**src/logic/lsgd_consts.vh**
```
// register offsets, field positions and reset values of the lamp/glass control block
`ifndef LSGD_CONSTS_VH
`define LSGD_CONSTS_VH

`define LSGD_ADDR_SYSTEM_CONTROL 8'h00
`define LSGD_ADDR_HS_OUT_CTRL 8'h02
`define LSGD_ADDR_HS_FAULT 8'h04
`define LSGD_ADDR_GLASS_CTRL 8'h05
`define LSGD_ADDR_GLASS_CODE 8'h06

`define LSGD_SYS_POWER_STAGE_ENABLE_BIT 7
`define LSGD_SYS_STOP_BIT 1
`define LSGD_SYS_SLEEP_BIT 0

`define LSGD_HSO_ON_LSB 0
`define LSGD_HSO_PWM_LSB 3
`define LSGD_HSO_AUX_ON_BIT 6

`define LSGD_HSF_OCF_LSB 0
`define LSGD_HSF_AUX_OCF_BIT 3

`define LSGD_GC_REG_EN_BIT 7
`define LSGD_GC_OLT_BIT 6
`define LSGD_GC_SER_EN_BIT 5
`define LSGD_GC_SHORT_BIT 1
`define LSGD_GC_OLF_BIT 0

`define LSGD_CODE_WIDTH 6
`define LSGD_RESET_BYTE 8'h00

`endif

```
**src/logic/lsgd_ctrl.v**
```verilog
// lamp switch, aux 5v output and dimming glass control register bank
// Operation
// - lamp over-current turns switch off, sets flag
// - pwm rising edge re-enables after over-current trip
// - limiting on-time ends on over-current, not pwm
// - aux output needs power-stage and own bit
// - voltage flags never touch aux output
// - aux current limit sets flag, stays on
// - force-on bits read/write, reset cleared
// - pwm-select bits follow pwm, reset cleared
// - write one clears lamp flag, re-enables
// - write one clears aux flag
// - open-load test sources current, sets flag
// - open-load test disables glass driving
// - glass short sets flag, disables glass
// - write one clears short flag, re-enables
// - write one clears open-load flag, disables glass
// - six-bit glass code, upper bits zero
// - regulator transistor enable bit
// - series switch transistor enable bit
// - power-stage bit gates power outputs
// - stop/sleep set by write, cleared by irq
// - stop only when bits 7..2 written zero
// - sleep only when bits 7..2 zero
// - lamps off while power-stage bit clear
// - force plus pwm: flag set, output kept
`timescale 1ns/1ns
`default_nettype none
`include "lsgd_consts.vh"

module lsgd_ctrl #(
   parameter NUM_SWITCHES = 3
)(
   input wire clk_in,
   input wire resetn_in,
   input wire [7:0] reg_addr_in,
   input wire [7:0] reg_wdata_in,
   input wire reg_write_in,
   input wire reg_read_in,
   output reg [7:0] reg_rdata_out,
   input wire pwm_in,
   input wire cpu_irq_in,
   input wire [NUM_SWITCHES-1:0] lamp_overcurrent_in,
   input wire aux_overcurrent_in,
   input wire glass_short_in,
   input wire glass_openload_cmp_in,
   output reg [NUM_SWITCHES-1:0] lamp_switch_on_out,
   output reg aux_5v_output_on_out,
   output reg power_stage_enable_out,
   output reg glass_regulator_enable_out,
   output reg glass_series_switch_enable_out,
   output reg glass_test_current_out,
   output reg [`LSGD_CODE_WIDTH-1:0] glass_voltage_code_out,
   output reg stop_request_out,
   output reg sleep_request_out
);

   // register state
   reg power_stage_enable_reg;
   reg stop_reg;
   reg sleep_reg;
   reg [NUM_SWITCHES-1:0] lamp_switch_force_on_reg;
   reg [NUM_SWITCHES-1:0] lamp_switch_pwm_select_reg;
   reg aux_5v_out_on_reg;
   reg [NUM_SWITCHES-1:0] lamp_switch_overcurrent_flag_reg;
   reg aux_5v_overcurrent_flag_reg;
   reg glass_regulator_enable_reg;
   reg glass_openload_test_reg;
   reg glass_series_switch_enable_reg;
   reg glass_short_flag_reg;
   reg glass_openload_flag_reg;
   reg [`LSGD_CODE_WIDTH-1:0] glass_voltage_code_bits_reg;
   reg [NUM_SWITCHES-1:0] limit_on_reg;
   reg pwm_prev_reg;

   wire pwm_rise;
   wire wr_sys;
   wire wr_hso;
   wire wr_hsf;
   wire wr_gc;
   wire wr_code;
   wire mode_ok;
   wire [NUM_SWITCHES-1:0] lamp_clear;
   wire aux_clear;
   wire short_clear;
   wire olf_clear;
   wire olf_event;
   wire glass_allowed;

   reg [NUM_SWITCHES-1:0] lamp_on_next;
   reg [7:0] rdata_next;
   integer i;

   function hit;
      input [7:0] addr;
      input [7:0] target;
      begin
         hit = reg_write_in && (addr == target);
      end
   endfunction

   assign pwm_rise = pwm_in & ~pwm_prev_reg;
   assign wr_sys = hit(reg_addr_in, `LSGD_ADDR_SYSTEM_CONTROL);
   assign wr_hso = hit(reg_addr_in, `LSGD_ADDR_HS_OUT_CTRL);
   assign wr_hsf = hit(reg_addr_in, `LSGD_ADDR_HS_FAULT);
   assign wr_gc = hit(reg_addr_in, `LSGD_ADDR_GLASS_CTRL);
   assign wr_code = hit(reg_addr_in, `LSGD_ADDR_GLASS_CODE);
   // mode changes are safe only with bits 7..2 zero
   assign mode_ok = (reg_wdata_in[7:2] == 6'h00);

   assign lamp_clear = wr_hsf ? reg_wdata_in[`LSGD_HSF_OCF_LSB +: NUM_SWITCHES]
                              : {NUM_SWITCHES{1'b0}};
   assign aux_clear = wr_hsf & reg_wdata_in[`LSGD_HSF_AUX_OCF_BIT];
   assign short_clear = wr_gc & reg_wdata_in[`LSGD_GC_SHORT_BIT];
   assign olf_clear = wr_gc & reg_wdata_in[`LSGD_GC_OLF_BIT];
   assign olf_event = glass_openload_test_reg & glass_openload_cmp_in;
   // test mode and a latched short both hold the glass drive off
   assign glass_allowed = ~glass_openload_test_reg & ~glass_short_flag_reg;

   // lamp drive decision per switch
   always @*
   begin
      lamp_on_next = {NUM_SWITCHES{1'b0}};
      for (i = 0; i < NUM_SWITCHES; i = i + 1)
      begin
         if (!power_stage_enable_reg)
            lamp_on_next[i] = 1'b0;
         else if (lamp_switch_force_on_reg[i] && lamp_switch_pwm_select_reg[i])
            lamp_on_next[i] = 1'b1;
         else if (lamp_switch_force_on_reg[i])
            lamp_on_next[i] = ~lamp_switch_overcurrent_flag_reg[i] &
                              ~lamp_overcurrent_in[i];
         else if (lamp_switch_pwm_select_reg[i])
         begin
            // once tripped, pwm duty no longer ends the on-time
            if (lamp_switch_overcurrent_flag_reg[i] || lamp_overcurrent_in[i])
               lamp_on_next[i] = (limit_on_reg[i] | pwm_rise) &
                                 ~lamp_overcurrent_in[i];
            else
               lamp_on_next[i] = pwm_in;
         end
         else
            lamp_on_next[i] = 1'b0;
      end
   end

   // registered read data, unmapped reads give zero
   always @*
   begin
      rdata_next = 8'h00;
      case (reg_addr_in)
         `LSGD_ADDR_SYSTEM_CONTROL:
         begin
            rdata_next[`LSGD_SYS_POWER_STAGE_ENABLE_BIT] = power_stage_enable_reg;
            rdata_next[`LSGD_SYS_STOP_BIT] = stop_reg;
            rdata_next[`LSGD_SYS_SLEEP_BIT] = sleep_reg;
         end
         `LSGD_ADDR_HS_OUT_CTRL:
         begin
            rdata_next[`LSGD_HSO_ON_LSB +: NUM_SWITCHES] = lamp_switch_force_on_reg;
            rdata_next[`LSGD_HSO_PWM_LSB +: NUM_SWITCHES] = lamp_switch_pwm_select_reg;
            rdata_next[`LSGD_HSO_AUX_ON_BIT] = aux_5v_out_on_reg;
         end
         `LSGD_ADDR_HS_FAULT:
         begin
            rdata_next[`LSGD_HSF_OCF_LSB +: NUM_SWITCHES] = lamp_switch_overcurrent_flag_reg;
            rdata_next[`LSGD_HSF_AUX_OCF_BIT] = aux_5v_overcurrent_flag_reg;
         end
         `LSGD_ADDR_GLASS_CTRL:
         begin
            rdata_next[`LSGD_GC_REG_EN_BIT] = glass_regulator_enable_reg;
            rdata_next[`LSGD_GC_OLT_BIT] = glass_openload_test_reg;
            rdata_next[`LSGD_GC_SER_EN_BIT] = glass_series_switch_enable_reg;
            rdata_next[`LSGD_GC_SHORT_BIT] = glass_short_flag_reg;
            rdata_next[`LSGD_GC_OLF_BIT] = glass_openload_flag_reg;
         end
         `LSGD_ADDR_GLASS_CODE:
            rdata_next[`LSGD_CODE_WIDTH-1:0] = glass_voltage_code_bits_reg;
         default:
            rdata_next = 8'h00;
      endcase
   end

   always @(posedge clk_in or negedge resetn_in)
   begin
      if (!resetn_in)
      begin
         power_stage_enable_reg <= 1'b0;
         stop_reg <= 1'b0;
         sleep_reg <= 1'b0;
         lamp_switch_force_on_reg <= {NUM_SWITCHES{1'b0}};
         lamp_switch_pwm_select_reg <= {NUM_SWITCHES{1'b0}};
         aux_5v_out_on_reg <= 1'b0;
         lamp_switch_overcurrent_flag_reg <= {NUM_SWITCHES{1'b0}};
         aux_5v_overcurrent_flag_reg <= 1'b0;
         glass_regulator_enable_reg <= 1'b0;
         glass_openload_test_reg <= 1'b0;
         glass_series_switch_enable_reg <= 1'b0;
         glass_short_flag_reg <= 1'b0;
         glass_openload_flag_reg <= 1'b0;
         glass_voltage_code_bits_reg <= {`LSGD_CODE_WIDTH{1'b0}};
         limit_on_reg <= {NUM_SWITCHES{1'b0}};
         pwm_prev_reg <= 1'b0;
         reg_rdata_out <= `LSGD_RESET_BYTE;
         lamp_switch_on_out <= {NUM_SWITCHES{1'b0}};
         aux_5v_output_on_out <= 1'b0;
         power_stage_enable_out <= 1'b0;
         glass_regulator_enable_out <= 1'b0;
         glass_series_switch_enable_out <= 1'b0;
         glass_test_current_out <= 1'b0;
         glass_voltage_code_out <= {`LSGD_CODE_WIDTH{1'b0}};
         stop_request_out <= 1'b0;
         sleep_request_out <= 1'b0;
      end
      else
      begin
         pwm_prev_reg <= pwm_in;
         limit_on_reg <= lamp_on_next;
         if (reg_read_in)
            reg_rdata_out <= rdata_next;

         if (wr_sys)
            power_stage_enable_reg <= reg_wdata_in[`LSGD_SYS_POWER_STAGE_ENABLE_BIT];
         // write-set beats an irq clear in the same cycle
         if (wr_sys && mode_ok && reg_wdata_in[`LSGD_SYS_STOP_BIT])
            stop_reg <= 1'b1;
         else if (cpu_irq_in)
            stop_reg <= 1'b0;
         if (wr_sys && mode_ok && reg_wdata_in[`LSGD_SYS_SLEEP_BIT])
            sleep_reg <= 1'b1;
         else if (cpu_irq_in)
            sleep_reg <= 1'b0;

         if (wr_hso)
         begin
            lamp_switch_force_on_reg <=
               reg_wdata_in[`LSGD_HSO_ON_LSB +: NUM_SWITCHES];
            lamp_switch_pwm_select_reg <=
               reg_wdata_in[`LSGD_HSO_PWM_LSB +: NUM_SWITCHES];
            aux_5v_out_on_reg <= reg_wdata_in[`LSGD_HSO_AUX_ON_BIT];
         end

         // fault set wins over the clear
         lamp_switch_overcurrent_flag_reg <= (lamp_switch_overcurrent_flag_reg & ~lamp_clear) |
                                             lamp_overcurrent_in;
         aux_5v_overcurrent_flag_reg <= (aux_5v_overcurrent_flag_reg & ~aux_clear) |
                                        aux_overcurrent_in;
         glass_short_flag_reg <= (glass_short_flag_reg & ~short_clear) |
                                 glass_short_in;
         glass_openload_flag_reg <= (glass_openload_flag_reg & ~olf_clear) |
                                    olf_event;

         if (wr_gc)
         begin
            glass_openload_test_reg <= reg_wdata_in[`LSGD_GC_OLT_BIT];
            // an open-load clear leaves both transistors off
            glass_regulator_enable_reg <= reg_wdata_in[`LSGD_GC_REG_EN_BIT] &
                                          ~reg_wdata_in[`LSGD_GC_OLF_BIT];
            glass_series_switch_enable_reg <= reg_wdata_in[`LSGD_GC_SER_EN_BIT] &
                                              ~reg_wdata_in[`LSGD_GC_OLF_BIT];
         end
         if (wr_code)
            glass_voltage_code_bits_reg <= reg_wdata_in[`LSGD_CODE_WIDTH-1:0];

         lamp_switch_on_out <= lamp_on_next;
         // limiting keeps the aux output on; voltage flags have no path here
         aux_5v_output_on_out <= power_stage_enable_reg & aux_5v_out_on_reg;
         power_stage_enable_out <= power_stage_enable_reg;
         glass_regulator_enable_out <= glass_regulator_enable_reg & glass_allowed;
         glass_series_switch_enable_out <= glass_series_switch_enable_reg &
                                           glass_allowed;
         glass_test_current_out <= glass_openload_test_reg;
         glass_voltage_code_out <= glass_voltage_code_bits_reg;
         stop_request_out <= stop_reg;
         sleep_request_out <= sleep_reg;
      end
   end

endmodule // lsgd_ctrl
`default_nettype wire

```
**config.mk**
```make
export PLATFORM = sky130hd
export DESIGN_NAME = lsgd_ctrl
export DESIGN_NICKNAME = d
export VERILOG_FILES = /design/src/logic/lsgd_ctrl.v
export VERILOG_INCLUDE_DIRS = /design/src /design/src/logic
export SDC_FILE = /design/constraint.sdc
export NUM_CORES = 1
export LEC_CHECK = 0
export BUFFER_PORTS_ARGS = -buffer_cell sky130_fd_sc_hd__buf_2
export CAP_MARGIN = 20
export CORE_MARGIN = 5
export CORE_UTILIZATION = 52
export DETAILED_ROUTE_END_ITERATION = 8
export GPL_TIMING_DRIVEN = 0
export PLACE_DENSITY = 0.89
export SLEW_MARGIN = 20
export SYNTH_ARGS = -nofsm -noshare
export SYNTH_HDL_FRONTEND = slang
export SYNTH_SLANG_ARGS = --single-unit
```
**constraint.sdc**
```tcl
create_clock -name clk_in -period 1.3 [get_ports clk_in]
set_input_delay 0.195 -clock clk_in [delete_from_list [all_inputs] [get_ports clk_in]]
set_output_delay 0.195 -clock clk_in [all_outputs]
set_load 0.01 [all_outputs]
```
==> reports/metrics.cfg, run 1 <==
[worst_setup_path]
start_kind=input pin
crit_path_top_delay_cell=or3_4
worstPathRequired_ns=1.50
critical_path_arrival_ns=1.55
worstReg2RegStart=lamp_switch_overcurrent_flag_reg[1]
cpPeakStageDelay_ns=0.43
crit_path_end_kind=flop
path_cells=buf_6, or3_4, nor4b_4, nand3_4, mux2_4
r2r.worst_path.cells=4
criticalPathCategory=input pin to flop
cp_max_fo=6
crit_start=reg_addr_in[4]

[route]
ant_nets=0
drt_iter0_markers=108
drc=0
dr.pass1.iters=4
wl_per_cell_um=17.4
num_vias=1610
drt-total-wl_um=5070
vias_per_cell=5.51

[power]
combPwrFrac_pct=9.2
p_per_area_mw_per_mm2=1040
p_total_mw=2.79
p_sw_mw=0.702
p_int_mw=2.09
power_leakage_nw=1.32
irDropWorstVdd_v=0.000922
clockPowerShare_pct=32.5
pwr-share-seq_pct=58.3
switching_share_pct=25.2

[run]
cap_violations=0

[synthesis]
ys.flop_type=dfrtp_1
synth_area_leader_cell=dfrtp_1
ys_ff_latch=50
ys_types=37
synth_edf_count=0
yosysSeqAreaShare_pct=57.9
synthTopCellsByArea=dfrtp_1 58%, mux2_2 9.9%, nor2b_1 2.6%
syn-mean-instance-area_um2=12.1
syn-num-nets=207
synth_area_mm2=0.00216
yosys.area.top_type_share_pct=57.9
async_reset_ff_share_pct=100
synth_cells=179
yosys_warnings=0

[grt]
grt_pass1_vias=1670
antenna_found_initial=0
grt_use_total_pct=20.0
top_usage_layer=met2
met3_usage_pct=4.32
grt_start_max_net_pins=51
gr-total-overflow=0
grt_first_pass_wirelength_um=8160
met2_usage_pct=32.5
gr-usage-met1_pct=26.1

[placement]
gp_congestion=0.830
portBuffers=49
place_hpwl_um=3550
dp_cells=278

[timing]
rsz0062_at_grt=yes
worst_slack_ns=-0.0545
period_needed_ns=1.35
max_slew_margin_pct=59.9
finClkSkew_ns=0.00747
clock.fmax_ghz=0.738
final_max_slew_viol_count=0
min_period_over_period_pct=104
hold_violations=0
setup_viol=10
tightest_slew_ns=0.602

[floorplan]
die_x_um=74.5
start_util_pct=53.7
ioPinCount=52
core_area_mm2=0.00403
std_cell_rows=23
die_area_mm2=0.00555
die_y_um=74.5

[status]
violations=negative setup slack
outcome=finished with violations

[final_layout]
nets=269
drive_above_1_share_pct=40.9
area_delta_synth_final_pct=24.4
largest_register_ffs=8
antenna_cells=0
finalNonFillerCells=292

[min_path]
whs_path_depth=1
hp-class=input pin to flop
worstHoldStart=pwm_in

[clock_network]
clk_path_buf_depth=2
root_buffer=clkbuf_8
htreeDepth=2
cts_tree=done
numCtsBuffers=5
clock-sinks=50
path_clk_slew_ns=0.09
clk_latency_ns=0.31

-- layout by cell type, fill, tap and decap left out, types with 6 or more instances in the layout --
| master | Yosys | routed |
|---|---|---|
| buf_2 | 0 | 47 |
| buf_4 | 0 | 9 |
| dfrtp_1 | 50 | 49 |
| inv_1 | 7 | 7 |
| mux2_2 | 19 | 10 |
| mux2_4 | 0 | 9 |
| nand2_1 | 12 | 11 |
| nand4_1 | 6 | 6 |
| nor2_1 | 7 | 6 |
| nor2b_1 | 9 | 8 |
-- power groups by stage --
stage / Clock [mW] / Sequential, mW / Combinational, mW
CTS: 0.920 / 1.62 / 0.249
finish: 0.907 / 1.62 / 0.257
floorplan: 0 / 1.65 / 0.108
global route: 0.991 / 1.63 / 0.283
global placement: 0 / 1.65 / 0.232
detailed placement: 0 / 1.66 / 0.239
-- layout make-up --
cell class              count  area (um2)
fillers                   318        1340
flip-flops and latches     50        1250
multi-input cells         114         915
repair buffers             58         324
clock buffers               5        68.8
well taps                  50        62.6
inverters                   7        26.3
plain buffers               5        22.5
clock inverters             3        18.8
-- logic make-up (layout without fill, tap and decap cells) --
kind of cell | count (synthesis) | in the layout | synth area share [%]
and+or+nand+nor | 61 | 61 | 17.5
DFF | 50 | 50 | 57.9
AOI/OAI and AO/OA | 31 | 31 | 10.0
muxes | 22 | 22 | 11.3
buffers and inverters | 15 | 78 | 3.30
-- through the flow --
step,setup WS (ns),hold WS (ns),util (%),cell area [um2],TNS [ns]
floorplan,-0.393,-0.101,-,2190,-6.43
global route,-0.0860,0.0331,66.8,2690,-0.643
finish,-0.0545,0.0369,66.8,2690,-0.278
CTS,-0.0943,0.0361,65.6,2640,-0.729
global placement,-0.737,0.358,62.0,2500,-13.97
detailed placement,-0.768,0.359,62.0,2500,-15.22
-- critical path, delay by kind of cell --
family	cells	cell delay (ns)
simple gates	3	0.93
mux	1	0.34
buf+inv	1	0.09
-- synthesized netlist by cell type, drive strengths merged (2+ instances only) --
| library cell | count |
|---|---|
| nand2b | 2 |
| mux2 | 19 |
| mux2i | 3 |
| dfrtp | 50 |
| a31oi | 2 |
| nand3b | 5 |
| clkbuf | 6 |
| a21boi | 3 |
| o22ai | 2 |
| nand4 | 6 |
| nand4b | 2 |
| nand3 | 6 |
| inv | 7 |
| buf | 2 |
| o21ai | 6 |
| nand2 | 12 |
| nor3 | 3 |
| nor2b | 9 |
| a21oi | 4 |
| nor3b | 2 |
| a22o | 5 |
| a21o | 4 |
| nor2 | 7 |
-- metal layers --
metal  vias up  routed length (um)
li1        767                   -
met1       771                2120
met2        59                2420
met3        13                 401
met4         0                 126
met5         -                   0
-- worst paths after layout --
| path | slack (ns) | endpoint |
|---|---|---|
| setup / recovery | -0.05 | glass_voltage_code_bits_reg[3] |
| hold / removal | 0.04 | pwm_prev_reg |
| setup reg to reg | 0.07 | reg_rdata_out[1] |
| hold reg to reg | 0.40 | glass_voltage_code_out[4] |
| max in group asynchronous | 0.43 | lamp_switch_overcurrent_flag_reg[1] |
| min in group asynchronous | 0.44 | glass_regulator_enable_out |
-- repair_timing --
item / 4_1_cts / 5_1_grt
gates cloned: 0 / 0
endpoints found under the setup margin: 23 / 27
hold endpoints to repair: 0 / 50
hold buffers: 0 / 1
pin swaps: 6 / 4
resized for setup: 7 / 10
setup buffers: 5 / 3
Note: power is estimated with default switching activity, not from simulation.
==> run 2, diff against run 1 <==
Settings changed: ABC_AREA set to 1, CORE_UTILIZATION 52 to 53, PLACE_DENSITY 0.89 to 0.9.
==> run 2 against run 1 <==
- the flow now finishes without violations
- routed wire length increased by 2.9%
- register-to-register slack better by 0.04 ns
- worst hold slack gained 0.029 ns
- count of clock-buffer cells in the layout is 1 higher
- sequential share of layout area is 0.18 points lower
- critical path depth fell by 1
- fmax rose by 13%
- worst setup slack improved by 0.16 ns
- non-clock buffer count shrank 7
- total power rose by 13%
- global-route usage increased by 0.88 points
==> reports/metrics.cfg, run 2 <==
[clock_network]
clk_latency_ns=0.30
path_clk_slew_ns=0.09
htreeDepth=2
root_buffer=clkbuf_8
numCtsBuffers=5
clock-sinks=50
cts_tree=done
cts_setup_buffers=0
clk_path_buf_depth=2

[worst_setup_path]
start_kind=flop
criticalPathCategory=flop to flop
worstPathRequired_ns=1.53
crit_path_end_kind=flop
critical_path_arrival_ns=1.43
rrSetupSlack_ns=0.11
cp_max_fo=4

[final_layout]
area_delta_synth_final_pct=19.4
fillers=328
fin_area_mm2=0.00270
drive_above_1_share_pct=29.4
final_common_cell=dfrtp_1
largest_register_ffs=8
finalNonFillerCells=349
antenna_cells=0
final_cell_mix=50 x dfrtp_1, 49 x buf_2, 46 x nand2_1, 24 x inv_1, 23 x o21ai_0
nets=327

[floorplan]
std_cell_rows=23
die_area_mm2=0.00567
start_util_pct=55.7
ioPinCount=52
die_y_um=75.3
die_x_um=75.3
core_area_mm2=0.00406

[placement]
place_area_mm2=0.00257
dp_cells=341
place_hpwl_um=3880
portBuffers=50
place_ws_ns=-0.0119
gp_congestion=0.832

[timing]
holdWs_ns=0.0663
period_needed_ns=1.19
setup_viol=0
rsz0062_at_grt=no
finClkSkew_ns=0.00625
tightest_slew_ns=0.618
max_slew_margin_pct=58.8
final_max_slew_viol_count=0
fin_tns_setup_ns=0
min_period_over_period_pct=91.9
hold_violations=0
worst_slack_ns=0.105
clock.fmax_ghz=0.837

[synthesis]
synthTopCellsByArea=dfrtp_1 55%, nand2_1 7.6%, o21ai_0 5.1%
syn-mean-instance-area_um2=9.38
synth_area_mm2=0.00226
synthTopCellsByCount=50 x dfrtp_1, 46 x nand2_1, 24 x inv_1
ys_types=28
yosysSeqAreaShare_pct=55.4
synth_edf_count=0
ys.flop_type=dfrtp_1
yosys.area.top_type_share_pct=55.4
ys_ff_latch=50
yosys_warnings=0
synth_cells=241
async_reset_ff_share_pct=100
synth_area_leader_cell=dfrtp_1
synth_most_common_cell=dfrtp_1
syn-num-nets=269

[grt]
grt_use_total_pct=20.9
gr-total-overflow=0
grt_start_max_net_pins=51
antenna_found_initial=0
grt_pass1_vias=1879
grt_first_pass_wirelength_um=8910

[route]
wl_per_cell_um=15.0
ant_nets=0
drt_iter0_markers=125
drt-total-wl_um=5220
num_vias=1879
vias_per_cell=5.38
dr.pass1.iters=4
drc=0

[power]
power_leakage_nw=1.38
clockPowerShare_pct=35.5
combPwrFrac_pct=10.6
p_int_mw=2.38
switching_share_pct=24.2
p_sw_mw=0.761
p_per_area_mw_per_mm2=1160
pwr-share-seq_pct=53.9
irDropWorstVdd_v=0.000585

[min_path]
hp-class=input pin to flop

[status]
outcome=finished clean

[run]
cap_violations=0

==> run 2: changes by cell type after synthesis, sizes merged, moves of 15 or more <==
cell | before | now
mux2 | 19 | 0
nand2 | 12 | 55
nand3 | 6 | 21
o21ai | 6 | 26
inv | 7 | 27
nor2 | 7 | 24
==> run 2: logic make-up after synthesis <==
logic type	synth area share, %
AOI/OAI and AO/OA	11.8
buffers and inverters	7.03
DFF	55.4
and+or+nand+nor	25.7
==> run 2: final cells by class <==
cell class / instances / area [um2] / area share, %
Inverter: 27 / 106 / 3.94
Timing Repair Buffer: 51 / 263 / 9.74
Tap cell: 50 / 62.6 / 2.32
Sequential cell: 50 / 1250 / 46.4
Multi-Input combinational cell: 159 / 850 / 31.5
Clock buffer: 6 / 82.6 / 3.06
Clock inverter: 1 / 30.0 / 1.11
Buffer: 5 / 52.6 / 1.95
==> run 2: metal layers <==
layer / GRT usage [%] / vias to the layer above / part of all wire (%)
li1: - / 901 / -
met1: 28.1 / 895 / 41
met2: 33.9 / 68 / 48
met3: 4.09 / 15 / 8.5
met4: 6.99 / 0 / 2.2
met5: 0 / - / 0
==> run 2: power groups by stage <==
stage / Clock (mW) / Combinational (mW) / Sequential (mW)
finish: 1.11 / 0.332 / 1.69
global route: 1.18 / 0.373 / 1.70
CTS: 1.14 / 0.333 / 1.69
detailed placement: 0 / 0.329 / 1.72
global placement: 0 / 0.316 / 1.72
floorplan: 0 / 0.145 / 1.73
==> run 2: path summary, 6_finish.rpt <==
path / cells after the start / end / startpoint
worst max-delay path: 4 / limit_on_reg[1] / lamp_switch_overcurrent_flag_reg[1]
worst min-delay path: 2 / aux_5v_overcurrent_flag_reg / aux_overcurrent_in
worst max register to register: 4 / limit_on_reg[1] / lamp_switch_overcurrent_flag_reg[1]
worst min register to register: 0 / glass_voltage_code_out[5] / glass_voltage_code_bits_reg[5]
max in group asynchronous: 2 / glass_voltage_code_bits_reg[0] / resetn_in
min in group asynchronous: 2 / aux_5v_output_on_out / resetn_in
==> run 2: timing repair <==
action,in CTS,in global routing
hold buffers,0,1
gates resized for setup,0,0
endpoints found under the hold margin,0,50
==> run 2: critical path: stages, from the launching register on <==
cell     delay, ns
dfrtp_1       0.42
or2_2         0.31
o21ai_0       0.17
nand2_1       0.07
a21oi_1       0.14
==> run 2: stage by stage <==
step / power [mW] / utilization (%)
finish: 3.14 / 66.5
global route: 3.26 / 66.5
CTS: 3.16 / 66.2
detailed placement: 2.05 / 63.4
global placement: 2.03 / 63.4
floorplan: 1.87 / -
